===== src/logic/spi_div_pkg.sv =====
// package: register map, field layout and types for the serial clock divider and data path
`default_nettype none
package spi_div_pkg;
  // ---------------------------------------------------------------
  // register indices (byte address is four times the index)
  // ---------------------------------------------------------------
  localparam logic [7:0]  CTRL_IDX = 8'hA1;
  localparam logic [7:0]  CKR_IDX  = 8'hA2;
  localparam logic [7:0]  DATA_IDX = 8'hA3;
  localparam logic [11:0] CTRL_ADDR = {2'h0, CTRL_IDX, 2'h0};
  localparam logic [11:0] CKR_ADDR  = {2'h0, CKR_IDX, 2'h0};
  localparam logic [11:0] DATA_ADDR = {2'h0, DATA_IDX, 2'h0};
  // ---------------------------------------------------------------
  // fields and reset values
  // ---------------------------------------------------------------
  localparam int         CTRL_MASTER_BIT = 0;
  localparam int         CTRL_BUSY_BIT   = 1;
  localparam logic [7:0] DATA_RESET      = 8'h00;
  localparam logic [7:0] CKR_RESET       = 8'h00;
  localparam logic [2:0] LAST_BIT        = 3'h7;
  // ---------------------------------------------------------------
  // types
  // ---------------------------------------------------------------
  typedef enum logic {ST_IDLE, ST_SHIFT} xfer_state_t;
  typedef struct packed {
    logic sck;
    logic mosi;
  } serial_out_t;
endpackage
`default_nettype wire


===== src/logic/spi_clock_divider_data.sv =====
// design: apb slave with master-mode sck divider and byte data path
//
// The implementer's own choice: the APB slave port.
`default_nettype none
// What this block does
// - master sck equals core_clock divided by two times divider value plus one.
// - writing the data register loads the byte into the transmit buffer.
// - in master mode a data write while idle also starts a transfer.
// - reading the data register returns the receive buffer.
module spi_clock_divider_data (
  // clock and reset
  input  wire logic        pclk,
  input  wire logic        presetn,
  // apb slave
  input  wire logic        psel,
  input  wire logic        penable,
  input  wire logic        pwrite,
  input  wire logic [11:0] paddr,
  input  wire logic [31:0] pwdata,
  output var  logic [31:0] prdata,
  output var  logic        pready,
  output var  logic        pslverr,
  // serial link
  output var  logic        sck,
  output var  logic        mosi,
  input  wire logic        miso,
  // status
  output var  logic        busy
);
  // ---------------------------------------------------------------
  // apb decode
  // ---------------------------------------------------------------
  wire logic setup_ph  = psel & ~penable;
  wire logic access_ph = psel & penable & pready;
  wire logic hit_ctrl  = (paddr == spi_div_pkg::CTRL_ADDR);
  wire logic hit_ckr   = (paddr == spi_div_pkg::CKR_ADDR);
  wire logic hit_data  = (paddr == spi_div_pkg::DATA_ADDR);
  wire logic mapped    = hit_ctrl | hit_ckr | hit_data;
  wire logic wr_ctrl   = access_ph & pwrite & hit_ctrl;
  wire logic wr_ckr    = access_ph & pwrite & hit_ckr;
  wire logic wr_data   = access_ph & pwrite & hit_data;

  logic [7:0]                ckr_q;
  logic                      master_q;
  logic [7:0]                tx_buf_q;
  logic [7:0]                rx_buf_q;
  logic [7:0]                tx_sh_q;
  logic [7:0]                rx_sh_q;
  logic [7:0]                div_cnt_q;
  logic [2:0]                bit_cnt_q;
  spi_div_pkg::xfer_state_t  state_q;
  spi_div_pkg::serial_out_t  ser_q;
  logic [2:0]                miso_sync_q;
  logic                      miso_q;
  logic                      busy_q;

  wire logic shifting  = (state_q == spi_div_pkg::ST_SHIFT);
  wire logic start     = wr_data & master_q & ~shifting;
  wire logic half_done = shifting & (div_cnt_q == ckr_q);
  wire logic rise_edge = half_done & ~ser_q.sck;
  wire logic fall_edge = half_done & ser_q.sck;
  wire logic last_fall = fall_edge & (bit_cnt_q == spi_div_pkg::LAST_BIT);

  wire logic [31:0] ctrl_word = {30'h0, shifting, master_q};
  wire logic [31:0] rd_word   = hit_data ? {24'h0, rx_buf_q} :
                                hit_ckr  ? {24'h0, ckr_q} :
                                hit_ctrl ? ctrl_word : 32'h0;

  // ---------------------------------------------------------------
  // apb answer: registered, zero wait in the access phase
  // ---------------------------------------------------------------
  // pready from a flop costs nothing in the access phase and never glitches
  always_ff @(posedge pclk or negedge presetn) begin
    if (!presetn) begin
      prdata  <= 32'h0;
      pready  <= 1'b0;
      pslverr <= 1'b0;
    end else begin
      pready  <= setup_ph;
      pslverr <= setup_ph & ~mapped;
      if (setup_ph && !pwrite) begin
        prdata <= rd_word;
      end
    end
  end

  // ---------------------------------------------------------------
  // software registers
  // ---------------------------------------------------------------
  // unmapped writes miss every decode, so they change nothing here
  always_ff @(posedge pclk or negedge presetn) begin
    if (!presetn) begin
      ckr_q    <= spi_div_pkg::CKR_RESET;
      master_q <= 1'b0;
      tx_buf_q <= spi_div_pkg::DATA_RESET;
    end else begin
      if (wr_ckr) begin
        ckr_q <= pwdata[7:0];
      end
      if (wr_ctrl) begin
        master_q <= pwdata[spi_div_pkg::CTRL_MASTER_BIT];
      end
      if (wr_data) begin
        tx_buf_q <= pwdata[7:0];
      end
    end
  end

  // ---------------------------------------------------------------
  // miso synchroniser: change accepted when stages two and three agree
  // ---------------------------------------------------------------
  always_ff @(posedge pclk or negedge presetn) begin
    if (!presetn) begin
      miso_sync_q <= 3'h0;
      miso_q      <= 1'b0;
    end else begin
      miso_sync_q <= {miso_sync_q[1:0], miso};
      if (miso_sync_q[1] == miso_sync_q[2]) begin
        miso_q <= miso_sync_q[2];
      end
    end
  end

  // ---------------------------------------------------------------
  // transfer engine, mode 0, msb first
  // ---------------------------------------------------------------
  // the synchroniser delays miso by four cycles, so divider values
  // below four sample a stale miso bit: a limit of the three-flop filter
  always_ff @(posedge pclk or negedge presetn) begin
    if (!presetn) begin
      state_q   <= spi_div_pkg::ST_IDLE;
      ser_q     <= '0;
      div_cnt_q <= 8'h00;
      bit_cnt_q <= 3'h0;
      tx_sh_q   <= 8'h00;
      rx_sh_q   <= 8'h00;
      rx_buf_q  <= spi_div_pkg::DATA_RESET;
      busy_q    <= 1'b0;
    end else begin
      unique case (state_q)
        spi_div_pkg::ST_IDLE: begin
          if (start) begin
            state_q    <= spi_div_pkg::ST_SHIFT;
            busy_q     <= 1'b1;
            tx_sh_q    <= pwdata[7:0];
            ser_q.mosi <= pwdata[7];
            div_cnt_q  <= 8'h00;
            bit_cnt_q  <= 3'h0;
          end
        end
        spi_div_pkg::ST_SHIFT: begin
          div_cnt_q <= half_done ? 8'h00 : div_cnt_q + 8'h01;
          if (half_done) begin
            ser_q.sck <= ~ser_q.sck;
          end
          if (rise_edge) begin
            rx_sh_q <= {rx_sh_q[6:0], miso_q};
          end
          if (last_fall) begin
            rx_buf_q <= rx_sh_q;
            state_q  <= spi_div_pkg::ST_IDLE;
            busy_q   <= 1'b0;
          end else if (fall_edge) begin
            tx_sh_q    <= {tx_sh_q[6:0], 1'b0};
            ser_q.mosi <= tx_sh_q[6];
            bit_cnt_q  <= bit_cnt_q + 3'h1;
          end
        end
      endcase
    end
  end

  assign sck  = ser_q.sck;
  assign mosi = ser_q.mosi;
  assign busy = busy_q;

  // ---------------------------------------------------------------
  // assertions
  // ---------------------------------------------------------------
  a_sck_toggle_due: assert property (@(posedge pclk) disable iff (!presetn)
    half_done |=> $changed(ser_q.sck))
    else $error("sck did not toggle at divider terminal count");

  a_sck_hold_between: assert property (@(posedge pclk) disable iff (!presetn)
    (shifting && !half_done && $stable(ckr_q)) |=> $stable(ser_q.sck) && div_cnt_q == $past(div_cnt_q) + 8'h01)
    else $error("sck moved before divider terminal count");

  a_tx_buffer_load: assert property (@(posedge pclk) disable iff (!presetn)
    wr_data |=> tx_buf_q == $past(pwdata[7:0]))
    else $error("data write did not load transmit buffer");

  a_master_start: assert property (@(posedge pclk) disable iff (!presetn)
    (wr_data && master_q && !shifting) |=> shifting && !ser_q.sck && mosi == $past(pwdata[7]))
    else $error("master data write did not start a transfer");

  a_slave_no_start: assert property (@(posedge pclk) disable iff (!presetn)
    (wr_data && !master_q && !shifting) |=> !shifting)
    else $error("data write outside master mode started a transfer");

  a_read_rx_buffer: assert property (@(posedge pclk) disable iff (!presetn)
    (setup_ph && !pwrite && hit_data) |=> prdata == {24'h0, $past(rx_buf_q)} && pready)
    else $error("data read did not return receive buffer");

  a_rx_capture_end: assert property (@(posedge pclk) disable iff (!presetn)
    last_fall |=> !shifting && rx_buf_q == $past(rx_sh_q) && !ser_q.sck)
    else $error("receive buffer not updated at end of eighth bit");

  a_bit_count_range: assert property (@(posedge pclk) disable iff (!presetn)
    (fall_edge && !last_fall) |=> shifting && bit_cnt_q == $past(bit_cnt_q) + 3'h1)
    else $error("bit counter did not advance on falling sck");

  a_busy_mirrors_state: assert property (@(posedge pclk) disable iff (!presetn)
    busy == shifting)
    else $error("busy output does not follow the transfer state");

  a_idle_sck_low: assert property (@(posedge pclk) disable iff (!presetn)
    !shifting |-> !ser_q.sck)
    else $error("sck not low while idle");

  a_start_clears_counts: assert property (@(posedge pclk) disable iff (!presetn)
    start |=> div_cnt_q == 8'h00 && bit_cnt_q == 3'h0)
    else $error("transfer start did not clear the counters");

  a_busy_write_no_restart: assert property (@(posedge pclk) disable iff (!presetn)
    (wr_data && shifting && !fall_edge) |=> bit_cnt_q == $past(bit_cnt_q))
    else $error("data write while busy restarted the transfer");

  a_mosi_holds: assert property (@(posedge pclk) disable iff (!presetn)
    (shifting && !fall_edge) |=> $stable(ser_q.mosi))
    else $error("mosi changed away from a falling sck");

  a_tx_shift_next: assert property (@(posedge pclk) disable iff (!presetn)
    (fall_edge && !last_fall) |=> ser_q.mosi == $past(tx_sh_q[6]))
    else $error("mosi did not present the next transmit bit");

  a_rx_sample_rise: assert property (@(posedge pclk) disable iff (!presetn)
    rise_edge |=> rx_sh_q == {$past(rx_sh_q[6:0]), $past(miso_q)})
    else $error("miso not captured on rising sck");

  a_rx_hold_mid: assert property (@(posedge pclk) disable iff (!presetn)
    (shifting && !last_fall) |=> $stable(rx_buf_q))
    else $error("receive buffer changed before the eighth bit");

  // ---------------------------------------------------------------
  // bus answer assertions
  // ---------------------------------------------------------------
  a_pready_after_setup: assert property (@(posedge pclk) disable iff (!presetn)
    setup_ph |=> pready)
    else $error("pready missing after setup phase");

  a_pready_one_cycle: assert property (@(posedge pclk) disable iff (!presetn)
    pready |=> !pready)
    else $error("pready held longer than one cycle");

  a_pready_needs_setup: assert property (@(posedge pclk) disable iff (!presetn)
    !setup_ph |=> !pready)
    else $error("pready raised without a setup phase");

  a_slverr_unmapped: assert property (@(posedge pclk) disable iff (!presetn)
    (setup_ph && !mapped) |=> pslverr && pready)
    else $error("unmapped access did not report an error");

  a_slverr_mapped_quiet: assert property (@(posedge pclk) disable iff (!presetn)
    (setup_ph && mapped) |=> !pslverr)
    else $error("mapped access reported an error");

  a_prdata_hold: assert property (@(posedge pclk) disable iff (!presetn)
    !(setup_ph && !pwrite) |=> $stable(prdata))
    else $error("read data changed outside a read");

  a_read_ckr_value: assert property (@(posedge pclk) disable iff (!presetn)
    (setup_ph && !pwrite && hit_ckr) |=> prdata == {24'h0, $past(ckr_q)})
    else $error("divider read returned a wrong value");

  a_read_ctrl_value: assert property (@(posedge pclk) disable iff (!presetn)
    (setup_ph && !pwrite && hit_ctrl) |=> prdata == {30'h0, $past(shifting), $past(master_q)})
    else $error("control read returned a wrong value");

  a_read_unmapped_zero: assert property (@(posedge pclk) disable iff (!presetn)
    (setup_ph && !pwrite && !mapped) |=> prdata == 32'h0)
    else $error("unmapped read returned nonzero data");

  // ---------------------------------------------------------------
  // register and synchroniser assertions
  // ---------------------------------------------------------------
  a_ckr_write_load: assert property (@(posedge pclk) disable iff (!presetn)
    wr_ckr |=> ckr_q == $past(pwdata[7:0]))
    else $error("divider write did not load the divider");

  a_master_write_load: assert property (@(posedge pclk) disable iff (!presetn)
    wr_ctrl |=> master_q == $past(pwdata[spi_div_pkg::CTRL_MASTER_BIT]))
    else $error("control write did not load the master bit");

  a_bad_write_ignored: assert property (@(posedge pclk) disable iff (!presetn)
    (access_ph && pwrite && !mapped) |=> $stable(ckr_q) && $stable(master_q) && $stable(tx_buf_q))
    else $error("unmapped write changed a register");

  a_miso_accept: assert property (@(posedge pclk) disable iff (!presetn)
    (miso_sync_q[1] == miso_sync_q[2]) |=> miso_q == $past(miso_sync_q[2]))
    else $error("agreeing miso stages were not accepted");

  a_miso_reject: assert property (@(posedge pclk) disable iff (!presetn)
    (miso_sync_q[1] != miso_sync_q[2]) |=> $stable(miso_q))
    else $error("disagreeing miso stages changed the input");
endmodule
`default_nettype wire


===== config.mk =====
export PLATFORM = sky130hd
export DESIGN_NAME = spi_clock_divider_data
export DESIGN_NICKNAME = d
export VERILOG_FILES = /design/src/logic/spi_div_pkg.sv /design/src/logic/spi_clock_divider_data.sv
export SDC_FILE = /design/constraint.sdc
export NUM_CORES = 1
export LEC_CHECK = 0
export ABC_AREA = 1
export BUFFER_PORTS_ARGS = -buffer_cell sky130_fd_sc_hd__buf_2
export CAP_MARGIN = 20
export CORE_ASPECT_RATIO = 0.5
export CORE_MARGIN = 1.5
export CORE_UTILIZATION = 45
export DETAILED_ROUTE_END_ITERATION = 8
export GPL_TIMING_DRIVEN = 0
export PLACE_DENSITY = 0.69
export RECOVER_POWER = 50
export SLEW_MARGIN = 10
export SYNTH_ARGS = -nofsm -noshare
export SYNTH_HDL_FRONTEND = slang
export SYNTH_SLANG_ARGS = --single-unit

===== constraint.sdc =====
create_clock -name pclk -period 2.5 [get_ports pclk]
set_input_delay 0.375 -clock pclk [delete_from_list [all_inputs] [get_ports pclk]]
set_output_delay 0.375 -clock pclk [all_outputs]
set_load 0.02 [all_outputs]

==> results.sh <==
export IMPL_start_util=0.476
export IMPL_clk_pin_slew_ns=0.06
export IMPL_synth_common_cells="89 x nand2_1, 61 x dfrtp_1, 47 x inv_1, 25 x buf_4"
export IMPL_clock_skew_ns=0.00484
export IMPL_tns_ns=0
export IMPL_first_iter_violations=166
export IMPL_p_clk_frac=0.501
export IMPL_status="completed"
export IMPL_drc=0
export IMPL_drv_cap=0
export IMPL_synth_seq_area_share=0.468
export IMPL_cts_hold_fix_buffers=0
export IMPL_seqPwrFrac=0.432
export IMPL_htree_num_levels=3
export IMPL_grt_usage=0.199
export IMPL_drtAntennaViolNets=0
export IMPL_hold_depth=1
export IMPL_layout_nets=511
export IMPL_synth_cells=386
export IMPL_antennaDiodeCount=0
export IMPL_synth_edff_count=0
export IMPL_place_congestion=0.860
export IMPL_grt_setup_unrepaired="false"
export IMPL_timing_final_crit_share=0.714
export IMPL_power_total_mw=2.32
export IMPL_yosysWarnings=0
export IMPL_r2r_start="div_cnt_q[5]$_DFFE_PN0P_"
export IMPL_cp_required_ns=2.72
export IMPL_hold_path_class="in -> reg"
export IMPL_grt_max_degree=62
export IMPL_io_pins=87
export IMPL_grt_first_pass_wirelength_um=11600
export IMPL_drive_gt1_frac=0.272
export IMPL_syn_to_final_growth_pct=20.7
export IMPL_vias_per_cell=4.69
export IMPL_cp_arrival_ns=2.01
export IMPL_r2r_cells=11
export IMPL_r2r_end="tx_sh_q[2]$_DFFE_PN0P_"
export IMPL_die_area_sq_mm=0.00780
export IMPL_p_int_mw=1.74
export IMPL_clkLatencyLatePin_ns=0.33
export IMPL_swShare=0.252
export IMPL_dr_pass1_iters=4
export IMPL_finalWorstSetupSlack_ns=0.714
export IMPL_relSlewSlack=0.0119
export IMPL_cts_resized=0
export IMPL_rows=21
export IMPL_yosysTopAreaCellShare=0.468
export IMPL_synth_area_sq_mm=0.00326
export IMPL_ys_types=36
export IMPL_synth_most_common_cell="nand2_1"
export IMPL_ctsLongestPathBuffers=2
export IMPL_wl_um=6810
export IMPL_drv_slew=0
export IMPL_synth_largest_area_cell="dfrtp_1"
export IMPL_dpl_cell_count=539
export IMPL_peakVddDrop_uv=387
export IMPL_instances_no_fill=555
export IMPL_routedWlPerCell_um=12.3
export IMPL_power_density_mw_per_mm2=590
export IMPL_hold_path_startpoint="miso"
export IMPL_synthTopCellsByArea="dfrtp_1 47%, nand2_1 10%, buf_4 5.8%"
export IMPL_tightest_slew_ns=1.48
export IMPL_cts_tree="built"
export IMPL_hold_viol_final=0
export IMPL_whs_endpoint="miso_sync_q[0]$_DFF_PN0_"
export IMPL_crit_type="reg -> reg"
export IMPL_postCtsSetupRepairBufs=0
export IMPL_pre_cts_slack_ns=0.597
export IMPL_p_sw_mw=0.585
export IMPL_clock_sinks=61
export IMPL_dieWidth_um=123
export IMPL_port_buffers=38
export IMPL_fmax_mhz=560
export IMPL_antenna_found_initial=0
export IMPL_hpwl_um=5050
export IMPL_power_frac_comb=0.067
export IMPL_cts_root_buf="clkbuf_16"
export IMPL_die_h_um=63.2
export IMPL_setup_viol_count_final=0
export IMPL_core_area_sq_mm=0.00686
export IMPL_r2r_setup_slack_ns=0.71
export IMPL_p_leak_nw=2.04
export IMPL_synthFlopType="dfrtp_1"
export IMPL_start_kind="register"
export IMPL_cts_buffers=9
export IMPL_end_kind="register"
export IMPL_grt_overflow_total=0
export IMPL_vias=2604
export IMPL_grt_pass1_vias=2442
export IMPL_syn_avg_cell_area_sq_um=8.45
export IMPL_fillers=636
export IMPL_fin_crit_ns=1.79
export IMPL_yosys_register_bits=61
export IMPL_async_reset_ff_frac=1.00
export IMPL_path_max_fanout=10
-- critical path, cell delays in order (launching register included) --
cell      delay [ns]
dfrtp_1         0.42
inv_1           0.15
nand2_1         0.07
nand2_1         0.06
nand2_1         0.05
nor2_1          0.15
nand2_2         0.12
o21bai_4        0.27
nand3_4         0.13
buf_12          0.17
nand2_2         0.06
nand2_2         0.04
-- power by group through the flow --
stage	clock [mW]	sequential [mW]	combinational, mW
global placement	0	1.02	0.153
detailed placement	0	1.02	0.156
CTS	1.18	1.00	0.156
global route	1.25	1.00	0.174
floorplan	0	1.02	0.101
finish	1.16	1.00	0.154
-- stage by stage --
stage	hold WS, ns	util	area [sq um]
5_1_grt	0.137	0.574	3940
2_1_floorplan	0.0794	-	3350
3_3_place_gp	0.335	0.533	3650
3_5_place_dp	0.342	0.533	3660
6_report	0.144	0.574	3940
4_1_cts	0.134	0.575	3940
-- worst max path at each step --
stage	slack, ns	to	cells past startpoint	start
after CTS	0.75	bit_cnt_q[1]$_DFFE_PN0P_	11	div_cnt_q[5]$_DFFE_PN0P_
after floorplan	0.95	mosi$_DFFE_PN0P_	9	paddr[5]
final	0.71	tx_sh_q[2]$_DFFE_PN0P_	11	div_cnt_q[5]$_DFFE_PN0P_
after global placement	0.62	mosi$_DFFE_PN0P_	9	paddr[5]
after detailed placement	0.60	mosi$_DFFE_PN0P_	9	paddr[5]
after global routing	0.56	tx_sh_q[2]$_DFFE_PN0P_	11	div_cnt_q[5]$_DFFE_PN0P_
-- registers in the layout (all words and copies together) (netlist names) --
signal / cells
tx_sh_q: 7
mosi: 1
ckr_q: 8
sck: 1
rx_buf_q: 8
bit_cnt_q: 3
busy: 1
prdata: 8
pslverr: 1
pready: 1
miso_q: 1
master_q: 1
miso_sync_q: 3
shifting: 1
div_cnt_q: 8
rx_sh_q: 8
-- layout by cell type, fill, tap and decap left out, types with 2 or more instances in the layout --
cell         n
a21oi_1      4
a21oi_2      3
buf_2       39
buf_4       25
buf_6        3
clkbuf_1     4
clkbuf_16    9
clkinv_4     2
clkinvlp_4   2
conb_1      24
dfrtp_1     61
ha_1         3
inv_1       47
inv_2        2
inv_6        3
nand2_1     89
nand2_2     22
nand3_1     14
nand4_1     13
nor2_1      22
nor2_2       3
nor2_4       2
nor3_1       3
o21ai_0     22
o21ai_1      7
o21ai_2      4
o22ai_1     10
xnor2_1      3
xor2_1       6
-- layer usage --
metal	routed length, um	vias up	part of all wire	track usage
met4	90	0	0.013	0.0647
met1	3320	1199	0.49	0.279
met2	2940	68	0.43	0.293
li1	-	1326	-	-
met3	458	11	0.067	0.0643
met5	0	-	0	0
-- cells by family after synthesis --
group / count (synthesis) / share of synthesized area
xor+xnor: 9 / 0.0242
buf+inv: 85 / 0.140
compound gates: 53 / 0.0993
other cells: 1 / 0.00115
fa+ha+maj: 4 / 0.0146
flops: 61 / 0.468
simple gates: 173 / 0.253
-- final cells by class --
type | count | area [sq um] | share of cell area
plain buffers | 35 | 268 | 0.0680
clock buffers | 9 | 225 | 0.0572
clock inverters | 7 | 58.8 | 0.0149
inverters | 50 | 188 | 0.0477
multi-input cells | 263 | 1370 | 0.347
flip-flops and latches | 61 | 1530 | 0.388
well taps | 92 | 115 | 0.0292
repair buffers | 38 | 189 | 0.0480
(Power assumes the default switching activity.)
